**src/include/clock_out_mux_regs.svh**
```systemverilog
// register offsets, field positions and reset values of the clock-out and port c selects
`ifndef CLOCK_OUT_MUX_REGS_SVH
`define CLOCK_OUT_MUX_REGS_SVH

// register indices and byte addresses (index times four)
`define CLOCK_OUT_SELECT_IDX 4'ha
`define PORTC_FUNCTION_SELECT_IDX 4'hb
`define CLOCK_OUT_SELECT_ADDR 12'h028
`define PORTC_FUNCTION_SELECT_ADDR 12'h02c

// register width and implemented bits
`define REG_WIDTH 16
`define CLOCK_OUT_SELECT_MASK 16'h03ff
`define PORTC_FUNCTION_SELECT_MASK 16'h000f

// field positions in clock_out_select
`define ALT_SELECT_HI 9
`define ALT_SELECT_LO 6
`define CLOCK_OUT_DISABLE_BIT 5
`define CLOCK_OUT_SOURCE_HI 4
`define CLOCK_OUT_SOURCE_LO 0

// reset values
`define CLOCK_OUT_SELECT_RESET 16'h0020
`define PORTC_FUNCTION_SELECT_RESET 16'h0000

// clock source selector codes
`define SRC_SYSTEM 5'h00
`define SRC_TEST_FIRST 5'h01
`define SRC_OSCILLATOR 5'h07
`define SRC_PLL 5'h08
`define SRC_CONVERTER_A 5'h10
`define SRC_CONVERTER_B 5'h11

`endif

```
**src/include/clock_out_mux_pkg.sv**
```systemverilog
// types shared by the clock-out and port c routing block
package clock_out_mux_pkg;
    // apb request from the master
    typedef struct packed {
        logic psel;
        logic penable;
        logic pwrite;
        logic [11:0] paddr;
        logic [31:0] pwdata;
    } apb_req_s;

    // apb answer to the master
    typedef struct packed {
        logic pready;
        logic pslverr;
        logic [31:0] prdata;
    } apb_rsp_s;

    // one pad's controls: output, output enable (low drives)
    typedef struct packed {
        logic out;
        logic oe_n;
    } pad_drive_s;

    // function that owns a port c pin
    typedef enum logic [1:0] {
        owner_gpio,
        owner_timer,
        owner_spi
    } pin_owner_e;

    // source of the clock output pin
    typedef logic [4:0] clock_source_t;
endpackage

```
**src/clock_out_and_portc_mux.sv**
```systemverilog
// clock output select, port b upper pin routing and port c function routing
// Contract
// - unimplemented upper bits read zero, ignore writes
// - select bit 9: pin b7 address or oscillator
// - select bit 8: pin b6 address or clock2
// - select bit 7: pin b5 address or sysclock
// - select bit 6: pin b4 address or reference
// - port b peripheral enable has priority
// - disable bit resets one, tri-states clock pin
// - five-bit source selector, resets to system clock
// - codes map oscillator, pll, converter a, b
// - factory test codes route internal test clocks
// - port b alternate bits reset to address
// - port c bit 3: home/timer or slave select
// - port c bit 2: index/timer or master in
// - gpio mode uses port direction bit
// - timer output enable sets timer pin direction
// - spi controls set direction in spi mode
// - each port c pin routed independently
// - decoder path never drives port c pins
// - port c select resets to all zeros
// - port c bit 1: phase b/timer or master out
// - port c bit 0: phase a/timer or serial clock
//
// The APB register port is this design's own decision.
`timescale 1ns/1ns
`include "clock_out_mux_regs.svh"
module clock_out_and_portc_mux (
    // clock and reset
    input wire logic pclk,
    input wire logic presetn,
    // apb slave
    input clock_out_mux_pkg::apb_req_s apb_req,
    output clock_out_mux_pkg::apb_rsp_s apb_rsp,
    // clock sources for the clock output pin and the port b extra clocks
    input wire logic core_system_clock,
    input wire logic secondary_system_clock,
    input wire logic raw_oscillator_clock,
    input wire logic prescaler_reference_clock,
    input wire logic oscillator_output_clock,
    input wire logic pll_output_clock,
    input wire logic converter_a_clock,
    input wire logic converter_b_clock,
    input wire logic [14:0] factory_test_clocks,
    // clock output pin
    output clock_out_mux_pkg::pad_drive_s clock_output_pin,
    // port b upper pins
    input wire logic [3:0] portb_peripheral_enable,
    input wire logic [3:0] portb_gpio_out,
    input wire logic [3:0] portb_gpio_drive,
    input wire logic [3:0] external_address_hi,
    output logic [3:0] portb_pin_out,
    output logic [3:0] portb_pin_oe_n,
    // port c gpio controls
    input wire logic [3:0] portc_peripheral_enable,
    input wire logic [3:0] portc_direction,
    input wire logic [3:0] portc_gpio_out,
    output logic [3:0] portc_gpio_in,
    // decoder and timer b channels 3..0
    input wire logic [3:0] timer_output_enable,
    input wire logic [3:0] timer_b_out,
    output logic [3:0] timer_b_in,
    output logic [3:0] decoder_in,
    // second spi channel: 3 slave select, 2 master in, 1 master out, 0 serial clock
    input wire logic [3:0] spi_two_out,
    input wire logic [3:0] spi_two_drive,
    output logic [3:0] spi_two_in,
    // port c pads
    input wire logic [3:0] portc_pin_in,
    output logic [3:0] portc_pin_out,
    output logic [3:0] portc_pin_oe_n,
    // register contents seen by other logic
    output logic [15:0] clock_out_select,
    output logic [15:0] portc_function_select
);
    import clock_out_mux_pkg::*;

    logic write_access;
    logic read_setup;
    logic [1:0] reg_sel;
    logic [31:0] next_prdata;
    logic [31:0] prdata_q;
    logic read_hit;
    logic clock_out_disable;
    clock_source_t clock_out_source;
    logic clock_output_signal;
    logic [3:0] alt_clock;
    logic [3:0] alt_select;
    logic test_code;
    logic [3:0] test_index;
    logic [3:0] portb_periph_out;

    // decode of the register byte address
    function automatic logic [1:0] reg_hit(input logic [11:0] addr);
        reg_hit = {addr == `PORTC_FUNCTION_SELECT_ADDR, addr == `CLOCK_OUT_SELECT_ADDR};
    endfunction

    // factory test codes sit below converter a, apart from the two
    // documented sources that share that range
    function automatic logic is_test_code(input clock_source_t code);
        is_test_code = (code >= `SRC_TEST_FIRST) && (code < `SRC_CONVERTER_A)
            && (code != `SRC_OSCILLATOR) && (code != `SRC_PLL);
    endfunction

    // zero-wait-state apb: write in access phase, read data latched at setup
    assign write_access = apb_req.psel & apb_req.penable & apb_req.pwrite;
    assign read_setup = apb_req.psel & ~apb_req.penable & ~apb_req.pwrite;
    // no wait states: every access phase lasts exactly one cycle
    assign apb_rsp.pready = 1'b1;
    // no error answer: unmapped reads give zero, unmapped writes are dropped
    assign apb_rsp.pslverr = 1'b0;
    assign apb_rsp.prdata = prdata_q;

    // one address decode shared by the write enables and the read mux
    assign reg_sel = reg_hit(apb_req.paddr);

    // clock-out select register
    // asynchronous reset load
    always_ff @(posedge pclk or negedge presetn) begin
        if (!presetn) begin
            clock_out_select <= `CLOCK_OUT_SELECT_RESET;
        end else if (write_access && reg_sel[0]) begin
            clock_out_select <= apb_req.pwdata[15:0] & `CLOCK_OUT_SELECT_MASK;
        end
    end

    // port c function select register
    // resets to zeros
    always_ff @(posedge pclk or negedge presetn) begin
        if (!presetn) begin
            portc_function_select <= `PORTC_FUNCTION_SELECT_RESET;
        end else if (write_access && reg_sel[1]) begin
            portc_function_select <= apb_req.pwdata[15:0] & `PORTC_FUNCTION_SELECT_MASK;
        end
    end

    // read mux, unmapped addresses read zero
    always_comb begin
        read_hit = 1'b0;
        next_prdata = 32'h00000000;
        if (reg_sel[0]) begin
            read_hit = 1'b1;
            next_prdata = {16'h0000, clock_out_select};
        end else if (reg_sel[1]) begin
            read_hit = 1'b1;
            next_prdata = {16'h0000, portc_function_select};
        end
    end

    // read data register, loaded in the setup cycle
    // held through the access phase so the master takes a settled word
    always_ff @(posedge pclk or negedge presetn) begin
        if (!presetn) begin
            prdata_q <= 32'h00000000;
        end else if (read_setup) begin
            prdata_q <= read_hit ? next_prdata : 32'h00000000;
        end
    end

    // field extraction
    assign clock_out_disable = clock_out_select[`CLOCK_OUT_DISABLE_BIT];
    assign clock_out_source = clock_out_select[`CLOCK_OUT_SOURCE_HI:`CLOCK_OUT_SOURCE_LO];
    assign alt_select = clock_out_select[`ALT_SELECT_HI:`ALT_SELECT_LO];

    // factory test decode: code k+1 takes test clock k
    assign test_code = is_test_code(clock_out_source);
    assign test_index = 4'(clock_out_source - `SRC_TEST_FIRST);

    // clock output source selector
    // plain logic: switch sources only while the pin is disabled,
    // otherwise a runt pulse can reach the pad
    // default system clock
    always_comb begin
        case (clock_out_source)
            `SRC_SYSTEM: clock_output_signal = core_system_clock;
            `SRC_OSCILLATOR: clock_output_signal = oscillator_output_clock;
            `SRC_PLL: clock_output_signal = pll_output_clock;
            `SRC_CONVERTER_A: clock_output_signal = converter_a_clock;
            `SRC_CONVERTER_B: clock_output_signal = converter_b_clock;
            default: begin
                if (test_code) begin
                    clock_output_signal = factory_test_clocks[test_index];
                end else begin
                    clock_output_signal = 1'b0;
                end
            end
        endcase
    end

    // clock output pad
    // tri-state while disabled
    assign clock_output_pin.out = clock_output_signal;
    assign clock_output_pin.oe_n = clock_out_disable;

    // extra clocks for port b pins 7..4
    // pin 7 oscillator
    assign alt_clock[3] = raw_oscillator_clock;
    assign alt_clock[2] = secondary_system_clock;
    assign alt_clock[1] = core_system_clock;
    assign alt_clock[0] = prescaler_reference_clock;

    // port b upper pins, peripheral function takes priority
    genvar b;
    generate
        for (b = 0; b < 4; b++) begin : gen_portb
            // address bit or extra clock for the peripheral function
            assign portb_periph_out[b] = alt_select[b] ? alt_clock[b] : external_address_hi[b];
            assign portb_pin_out[b] = portb_peripheral_enable[b]
                ? portb_periph_out[b]
                : portb_gpio_out[b];
            // peripheral function is output only, so the pad is driven there
            assign portb_pin_oe_n[b] = portb_peripheral_enable[b] ? 1'b0 : ~portb_gpio_drive[b];
        end
    endgenerate

    // port c pins, one independent cell each
    // per-pin controls
    genvar c;
    generate
        for (c = 0; c < 4; c++) begin : gen_portc
            pad_drive_s pad;
            logic timer_in_c;
            pad_route_cell u_cell (
                .peripheral_enable(portc_peripheral_enable[c]),
                .direction(portc_direction[c]),
                .function_select(portc_function_select[c]),
                .timer_output_enable(timer_output_enable[c]),
                .gpio_out(portc_gpio_out[c]),
                .timer_out(timer_b_out[c]),
                .spi_out(spi_two_out[c]),
                .spi_drive(spi_two_drive[c]),
                .pad_in(portc_pin_in[c]),
                .pad(pad),
                .owner(),
                .gpio_in(portc_gpio_in[c]),
                .timer_in(timer_in_c),
                .spi_in(spi_two_in[c])
            );
            assign portc_pin_out[c] = pad.out;
            assign portc_pin_oe_n[c] = pad.oe_n;
            assign timer_b_in[c] = timer_in_c;
            assign decoder_in[c] = timer_in_c;
        end
    endgenerate
endmodule

```
**src/pad_route_cell.sv**
```systemverilog
// routing of one port c pin between gpio, decoder/timer and the second spi channel
`timescale 1ns/1ns
module pad_route_cell (
    // controls of this pin only
    input wire logic peripheral_enable,
    input wire logic direction,
    input wire logic function_select,
    input wire logic timer_output_enable,
    // sources offered to the pin
    input wire logic gpio_out,
    input wire logic timer_out,
    input wire logic spi_out,
    input wire logic spi_drive,
    input wire logic pad_in,
    // pad drive and inputs handed back
    output clock_out_mux_pkg::pad_drive_s pad,
    output clock_out_mux_pkg::pin_owner_e owner,
    output logic gpio_in,
    output logic timer_in,
    output logic spi_in
);
    import clock_out_mux_pkg::*;

    // owner decode, gpio first then select bit
    always_comb begin
        if (!peripheral_enable) begin
            owner = owner_gpio;
        end else if (function_select) begin
            owner = owner_spi;
        end else begin
            owner = owner_timer;
        end
    end

    // pad drive by owner; decoder never drives, timer only when enabled
    always_comb begin
        pad.out = 1'b0;
        pad.oe_n = 1'b1;
        case (owner)
            owner_gpio: begin
                pad.out = gpio_out;
                pad.oe_n = ~direction;
            end
            owner_timer: begin
                pad.out = timer_out;
                pad.oe_n = ~timer_output_enable;
            end
            owner_spi: begin
                pad.out = spi_out;
                pad.oe_n = ~spi_drive;
            end
            default: begin
                pad.out = 1'b0;
                pad.oe_n = 1'b1;
            end
        endcase
    end

    // input returns, gated to the owner
    assign gpio_in = (owner == owner_gpio) ? pad_in : 1'b0;
    assign timer_in = (owner == owner_timer) ? pad_in : 1'b0;
    assign spi_in = (owner == owner_spi) ? pad_in : 1'b0;
endmodule
```
**config.mk**
```make
export PLATFORM = sky130hd
export DESIGN_NAME = clock_out_and_portc_mux
export DESIGN_NICKNAME = d
export VERILOG_FILES = /design/src/include/clock_out_mux_pkg.sv /design/src/clock_out_and_portc_mux.sv /design/src/pad_route_cell.sv
export VERILOG_INCLUDE_DIRS = /design/src /design/src/include
export SDC_FILE = /design/constraint.sdc
export NUM_CORES = 1
export LEC_CHECK = 0
export BUFFER_PORTS_ARGS = -buffer_cell sky130_fd_sc_hd__buf_2
export CAP_MARGIN = 30
export CORE_MARGIN = 5
export CORE_UTILIZATION = 32
export DETAILED_ROUTE_END_ITERATION = 7
export GPL_TIMING_DRIVEN = 1
export PLACE_DENSITY = 0.83
export SLEW_MARGIN = 5
export SYNTH_ARGS = -nofsm -noshare
export SYNTH_HDL_FRONTEND = slang
export SYNTH_SLANG_ARGS = --single-unit
```
**constraint.sdc**
```tcl
create_clock -name pclk -period 2.1 [get_ports pclk]
set_input_delay 0.21 -clock pclk [delete_from_list [all_inputs] [get_ports pclk]]
set_output_delay 0.21 -clock pclk [all_outputs]
set_load 0.02 [all_outputs]
```
==> impl_summary.log, run 1 <==
[metrics] Via-to-Cell Ratio: 4.47
[metrics] top achievable clock speed: 449 MHz
[metrics] Total Neg Setup Slack: -0.127 ns
[metrics] total power per unit cell area: 418 nW/um^2
[metrics] count of nets after finishing: 493
[metrics] leading post-synthesis cells by cell area: dfrtp_1 27%, buf_4 23%, mux2i_1 8.9%
[metrics] number of cells on the worst hold path: 2
[metrics] top cell types by occurrence after synthesis: 64 x buf_4, 23 x dfrtp_1, 19 x mux2i_1
[metrics] Adder-Cell Fraction of Synth Area: 2.35%
[metrics] fraction of the mapped netlist area in compound gates: 8.24%
[metrics] DRC Markers: 0
[metrics] clock root buffer: clkbuf_8
[metrics] sort of element at the start of the critical path: register
[metrics] Max-Cap Viols: 0
[metrics] average routed wire per standard cell: 13.4 um
[metrics] maximum buffer depth of the clock tree: 2
[metrics] final slew viol count: 0
[metrics] reg-to-reg critical path endpoint: clock_out_select[1]
[metrics] Syn. warnings: 0
[metrics] Setup Crit Path Kind: register to output port
[metrics] top flip-flop cell by instance count after synthesis: dfrtp_1
[metrics] number of levels in the clock H-tree: 1
[metrics] leakage: 0.00162 uW
[metrics] number of rows created at floorplan: 29
[metrics] startpoint of the most critical hold path: apb_req[9]
[metrics] Post-Route Skew: 0.00493 ns
[metrics] Area Overhead vs Synth: 32.8%
[metrics] fraction of final layout cells with drive strength greater than 1: 53.5%
[metrics] Simple-Gate Fraction of Synth Area: 13.4%
[metrics] kind of end point of the critical path: output port
[metrics] worst slack at placement: -0.0187 ns
[metrics] die outline area: 8370 sq um
[metrics] r2r setup slk: 1.04 ns
[metrics] combinational family with the most area after synthesis: buffers and inverters
[metrics] total iterations of the first detailed-routing run: 4
[metrics] net switching component of the power: 349 uW
[metrics] GRT overflow: 0
[metrics] failing checks: setup timing
[metrics] count of boundary I/O pins: 220
[metrics] sequential fraction of the synthesis area: 28.3%
[metrics] Synth Area per Inst: 9.36 sq um
[metrics] Clk Latency, worst-skew pair: 0.27 ns
[metrics] worst endpoint required time: 1.89 ns
[metrics] proportion of power drawn by the clock network: 34.4%
[metrics] number of flops mapped to enable cells by yosys: 0
[metrics] path depth of the worst reg2reg path: 3
[metrics] setup-violating endpoint count in the final report: 1
[metrics] 1st-iter DRT viols: 36
[metrics] end point of the worst hold path: clock_out_select[9]
[metrics] Critical Path Fanout Max: 5
[metrics] library cell with the highest instance count after synthesis: buf_4
[metrics] proportion of total power due to net switching: 29.5%
[metrics] number of register bits inferred by synthesis: 24
[metrics] Tot GR Track Use: 13.3%
[metrics] worst ir drop on vdd: 0.176 mV
[metrics] cell count after synthesis: 227
[metrics] Internal: 833 uW
[metrics] setup repair after global routing missed its margin: true
[metrics] type of the tightest min-delay check: primary input to register
[metrics] final hold vios: 0
[metrics] status: finished, violations left
[metrics] number of clock buffers inserted by TritonCTS: 3
[metrics] first-pass GRT wire length: 9.37 mm
[metrics] count of buffers from port buffering: 155
[metrics] Core ar.: 6420 sq um
[metrics] number of global-route vias before repair: 2,023
[metrics] crit path DAT: 2.02 ns
[metrics] Async SR Flop Fraction: 100%
[metrics] ANT nets after route: 0
[metrics] post-synthesis cell area: 2130 sq um
[metrics] clock tree from TritonCTS: built
[metrics] Reg2Reg Launch Point: clock_out_select[1]
[metrics] horizontal die dimension: 91.5 um
[metrics] Max transition margin: 65.0%
[metrics] initial antenna violation count: 0
[metrics] routability congestion estimate from global placement: 0.804
[metrics] worst setup slack after layout: -0.127 ns
[metrics] xor-xnor portion of the synthesized cell area: 0.824%
[metrics] clock transition at the registers of the reported paths: 0.09 ns
[metrics] dominant cell type by area after synthesis: dfrtp_1
[metrics] post-synth top area share: 27.1%
[metrics] number of vias in the routed layout: 1,989
[metrics] fin crit share: 106%
[metrics] Initial Utilization: 33.1%
[metrics] half-perimeter wire length after detailed placement: 5.07 mm
[metrics] aggregate routed wire length: 5.97 mm
[metrics] sequential share of power: 39.2%
[metrics] Die Height: 91.5 um
[metrics] share of cell area taken by muxes after synthesis: 21.8%
[metrics] post-route minimum period: 2.23 ns
[metrics] maximum number of pins on one net before global-route repair: 25
[metrics] final antenna diode count: 0
[metrics] clk sink count: 24
[metrics] combinational power share: 26.5%
[metrics] slew at the pin with the worst max-slew slack: 0.525 ns
[metrics] number of distinct library cell variants in the gate-level netlist after synthesis: 35
[registers in the layout (all words and copies together) (netlist names)]
name                   cells
clock_out_select          10
portc_function_select      4
prdata_q                  10
[metal layers]
layer | wire length (um) | track usage (%)
met3 | 533 | 1.98
met4 | 85 | 4.27
met1 | 2200 | 14.7
met2 | 3150 | 25.7
met5 | 0 | 0
[layout make-up]
| type | count | area [sq um] |
|---|---|---|
| fill | 621 | 3600 |
| multi-input combinational | 170 | 1170 |
| timing repair buffer | 166 | 863 |
| sequential | 24 | 604 |
| tap | 77 | 96.3 |
| clock buffer | 3 | 41.3 |
| clock inverter | 1 | 30.0 |
| inverter | 4 | 15.0 |
[logic make-up (layout without fill, tap and decap cells)]
kind of cell	Yosys count	after routing
AO/OA/AOI/OAI	29	29
adder cells (fa/ha/maj)	4	4
other	2	42
buffers and inverters	73	174
XOR/XNOR	2	2
AND/OR/NAND/NOR	56	56
multiplexers	37	37
flip-flops	24	24
[power by group through the flow]
stage | Sequential (uW) | Clock (uW) | Combinational, uW
after floorplan | 472 | 0 | 239
after global placement | 472 | 0 | 301
after detailed placement | 472 | 0 | 308
after CTS | 463 | 415 | 312
after global routing | 463 | 429 | 341
final | 463 | 406 | 313
[cells in the final DEF, fill, tap and decap left out, drive strengths merged, types with 5 or more instances in the layout]
master	netlist	layout
buf	67	165
conb	2	42
o21ai	10	10
nor2	18	18
dfrtp	23	23
mux2i	19	19
nand2	15	15
a22o	6	6
mux2	15	15
nor2b	5	5
a21oi	11	11
[worst max-delay path by stage]
stage                   startpoint             endpoint
2_1_floorplan  clock_out_select[0]  clock_output_pin[1]
5_1_grt        clock_out_select[0]  clock_output_pin[1]
6_report       clock_out_select[0]  clock_output_pin[1]
3_3_place_gp   clock_out_select[1]  clock_output_pin[1]
4_1_cts        clock_out_select[1]  clock_output_pin[1]
3_5_place_dp   clock_out_select[1]  clock_output_pin[1]
[metrics by stage]
stage          instance area, sq um  total power [uW]  hold slack (ns)  cells  utilization, %
5_1_grt                        2820              1230            0.163    445            44.0
3_5_place_dp                   2710               780            0.221    437            42.1
4_1_cts                        2820              1190            0.157    445            43.9
3_3_place_gp                   2710               772            0.204    437            42.1
6_report                       2820              1180            0.162    445            44.0
2_1_floorplan                  2300               711          -0.0856    267               -
[worst max-delay path: stages (launching register included)]
cell and delay, ns:
dfrtp_2 0.44, inv_2 0.09, ha_4 0.22, mux2i_1 0.13
o21ai_1 0.12, mux2i_1 0.08, mux2_4 0.27, o41ai_2 0.21
buf_4 0.19
[timing repair]
item / in CTS / in global routing
endpoints found under the hold margin: 23 / 0
endpoints found under the setup margin: 1 / 1
pin swaps: 1 / 0
setup buffers: 3 / 0
gates cloned: 0 / 0
gates resized for setup: 4 / 1
hold buffers: 1 / 0
No activity file was read; power rests on OpenSTA's default activity.
==> inputs of run 2 (changes only) <==
RECOVER_POWER = 100   (was not set)
==> run 2 against run 1 <==
Combinational power decreased by 4%. Hold slack got worse by 0.0080 ns. Largest power group unchanged. Register-to-register slack lost 0.05 ns. Clock skew up 0.00078 ns. Die area unchanged. Count of clock-buffer cells in the layout unchanged. First-iteration DRC count rose by 31%. Routed wire length is 1.2% higher. Worst setup slack lost 0.0015 ns. Via count is 1.2% higher. The run still ends with setup timing left. Total power shrank 0.84%. Global-route usage is the same.
==> impl_summary.log, run 2 (synthesis results as in run 1) <==
[metrics] aggregate routed wire length: 6.04 mm (was 5.97 mm)
[metrics] count of nets after finishing: 493 (unchanged)
[metrics] Area Overhead vs Synth: 27.0% (was 32.8%)
[metrics] type of the tightest min-delay check: primary input to register (unchanged)
[metrics] initial antenna violation count: 0 (unchanged)
[metrics] die outline area: 8370 sq um (unchanged)
[metrics] total power per unit cell area: 434 nW/um^2 (was 418 nW/um^2)
[metrics] number of levels in the clock H-tree: 1 (unchanged)
[metrics] worst endpoint required time: 1.89 ns (about the same)
[metrics] count of boundary I/O pins: 220 (unchanged)
[metrics] ANT nets after route: 0 (unchanged)
[metrics] Max transition margin: 15.5% (was 65.0%)
[metrics] Critical Path Fanout Max: 5 (unchanged)
[metrics] Tot GR Track Use: 13.3% (unchanged)
[metrics] sort of element at the start of the critical path: register (unchanged)
[metrics] crit path DAT: 2.02 ns (about the same)
[metrics] routability congestion estimate from global placement: 0.804 (unchanged)
[metrics] setup repair after global routing missed its margin: true (unchanged)
[metrics] Via-to-Cell Ratio: 4.52 (was 4.47)
[metrics] 1st-iter DRT viols: 47 (was 36)
[metrics] leakage: 0.00136 uW (was 0.00162 uW)
[metrics] number of standard cells in the final layout excluding fillers: 445 (unchanged)
[metrics] kind of end point of the critical path: output port (unchanged)
[metrics] clock root buffer: clkbuf_8 (unchanged)
[metrics] clock transition at the registers of the reported paths: 0.09 ns (about the same)
[metrics] horizontal die dimension: 91.5 um (unchanged)
[metrics] fin crit share: 106% (about the same)
[metrics] Clk Latency, worst-skew pair: 0.27 ns (about the same)
[metrics] top achievable clock speed: 449 MHz (about the same)
[metrics] Post-Route Skew: 0.00571 ns (was 0.00493 ns)
[metrics] maximum buffer depth of the clock tree: 2 (unchanged)
[metrics] number of global-route vias before repair: 2,023 (unchanged)
[metrics] final slew viol count: 0 (unchanged)
[metrics] Top Registers: clock_out_select: 10 flops, prdata_q: 10 flops, portc_function_select: 4 flops (unchanged)
[metrics] worst ir drop on vdd: 0.175 mV (was 0.176 mV)
[metrics] clock tree from TritonCTS: built (unchanged)
[metrics] Setup Crit Path Kind: register to output port (unchanged)
[metrics] Initial Utilization: 33.1% (unchanged)
[metrics] Die Height: 91.5 um (unchanged)
[metrics] first-pass GRT wire length: 9.37 mm (unchanged)
[metrics] worst setup slack after layout: -0.128 ns (was -0.127 ns)
[metrics] final antenna diode count: 0 (unchanged)
[metrics] failing checks: setup timing (unchanged)
[metrics] Core ar.: 6420 sq um (unchanged)
[metrics] final hold vios: 0 (unchanged)
[metrics] leading cell type in the layout, fill and taps excluded: buf_2 (unchanged)
[metrics] clk sink count: 24 (unchanged)
[metrics] status: finished, violations left (unchanged)
[metrics] total placed cells including tap cells: 437 (unchanged)
[metrics] Total Neg Setup Slack: -0.128 ns (was -0.127 ns)
[metrics] DRC Markers: 0 (unchanged)
[metrics] total iterations of the first detailed-routing run: 4 (unchanged)
[metrics] average routed wire per standard cell: 13.6 um (was 13.4 um)
[metrics] number of vias in the routed layout: 2,013 (was 1,989)
[metrics] GRT overflow: 0 (unchanged)
[metrics] fraction of final layout cells with drive strength greater than 1: 34.0% (was 53.5%)
[metrics] slew at the pin with the worst max-slew slack: 1.27 ns (was 0.525 ns)
[metrics] number of clock buffers inserted by TritonCTS: 3 (unchanged)
[metrics] half-perimeter wire length after detailed placement: 5.07 mm (unchanged)
[metrics] maximum number of pins on one net before global-route repair: 25 (unchanged)
[metrics] most frequent cells in the layout: 94 x buf_2, 62 x clkbuf_1, 42 x conb_1 (was 154 x buf_2, 42 x conb_1, 21 x dfrtp_1)
[metrics] setup-violating endpoint count in the final report: 1 (unchanged)
[metrics] Max-Cap Viols: 0 (unchanged)
[metrics] post-route minimum period: 2.23 ns (about the same)
[metrics] number of rows created at floorplan: 29 (unchanged)
[metrics] count of buffers from port buffering: 155 (unchanged)
[run 2: layout make-up]
class                           instances  area [sq um]
Clock buffer                            3          41.3
Clock inverter                          1          30.0
Fill cell                             665          3720
Inverter                                4          15.0
Multi-Input combinational cell        170          1130
Sequential cell                        24           604
Tap cell                               77          96.3
Timing Repair Buffer                  166           778
[run 2: power breakdown]
part / leakage, uW / total (uW) / switching, uW / internal (uW)
sequential: 0.000328 / 463 / 0.564 / 462
combinational: 0.000993 / 302 / 197 / 105
clock: 0.0000357 / 407 / 152 / 255
[run 2: path summary, 6_finish.rpt]
check	slack, ns	start	end	cells after the start
setup / recovery	-0.13	clock_out_select[0]	clock_output_pin[1]	8
hold / removal	0.15	apb_req[9]	clock_out_select[9]	2
setup reg to reg	0.99	clock_out_select[1]	clock_out_select[1]	3
hold reg to reg	0.50	prdata_q[0]	prdata_q[0]	2
max in group asynchronous	0.52	presetn	clock_out_select[1]	2
min in group asynchronous	0.74	presetn	prdata_q[6]	2
[run 2: repair_timing]
| action | CTS | global route |
|---|---|---|
| hold buffers | 1 | 0 |
| pin swaps | 1 | 0 |
| setup endpoints to repair | 1 | 1 |
| hold endpoints to repair | 23 | 0 |
| buffers inserted | 3 | 0 |
| resized for setup | 4 | 1 |
[run 2: critical path, stage by stage (launching register included)]
cell,delay [ns]
dfrtp_2,0.44
inv_2,0.09
ha_4,0.22
mux2i_1,0.13
o21ai_1,0.12
mux2i_1,0.08
mux2_4,0.27
o41ai_2,0.21
buf_4,0.19
[run 2: layer usage]
metal	track usage, %	part of all wire (%)
met5	0	0
met4	4.27	1.4
met3	1.98	8.8
met2	25.7	52
met1	14.7	38
[run 2: stage by stage]
stage                     setup slack [ns]  utilization (%)  area [sq um]  hold slack (ns)  total power (uW)
after floorplan                    0.00975                -          2300          -0.0856               711
after global placement              0.0529             42.1          2710            0.204               772
after detailed placement           -0.0187             42.1          2710            0.221               780
after CTS                           -0.143             43.9          2820            0.157              1190
after global routing                -0.229             42.0          2700            0.157              1220
final                               -0.128             42.0          2700            0.154              1170
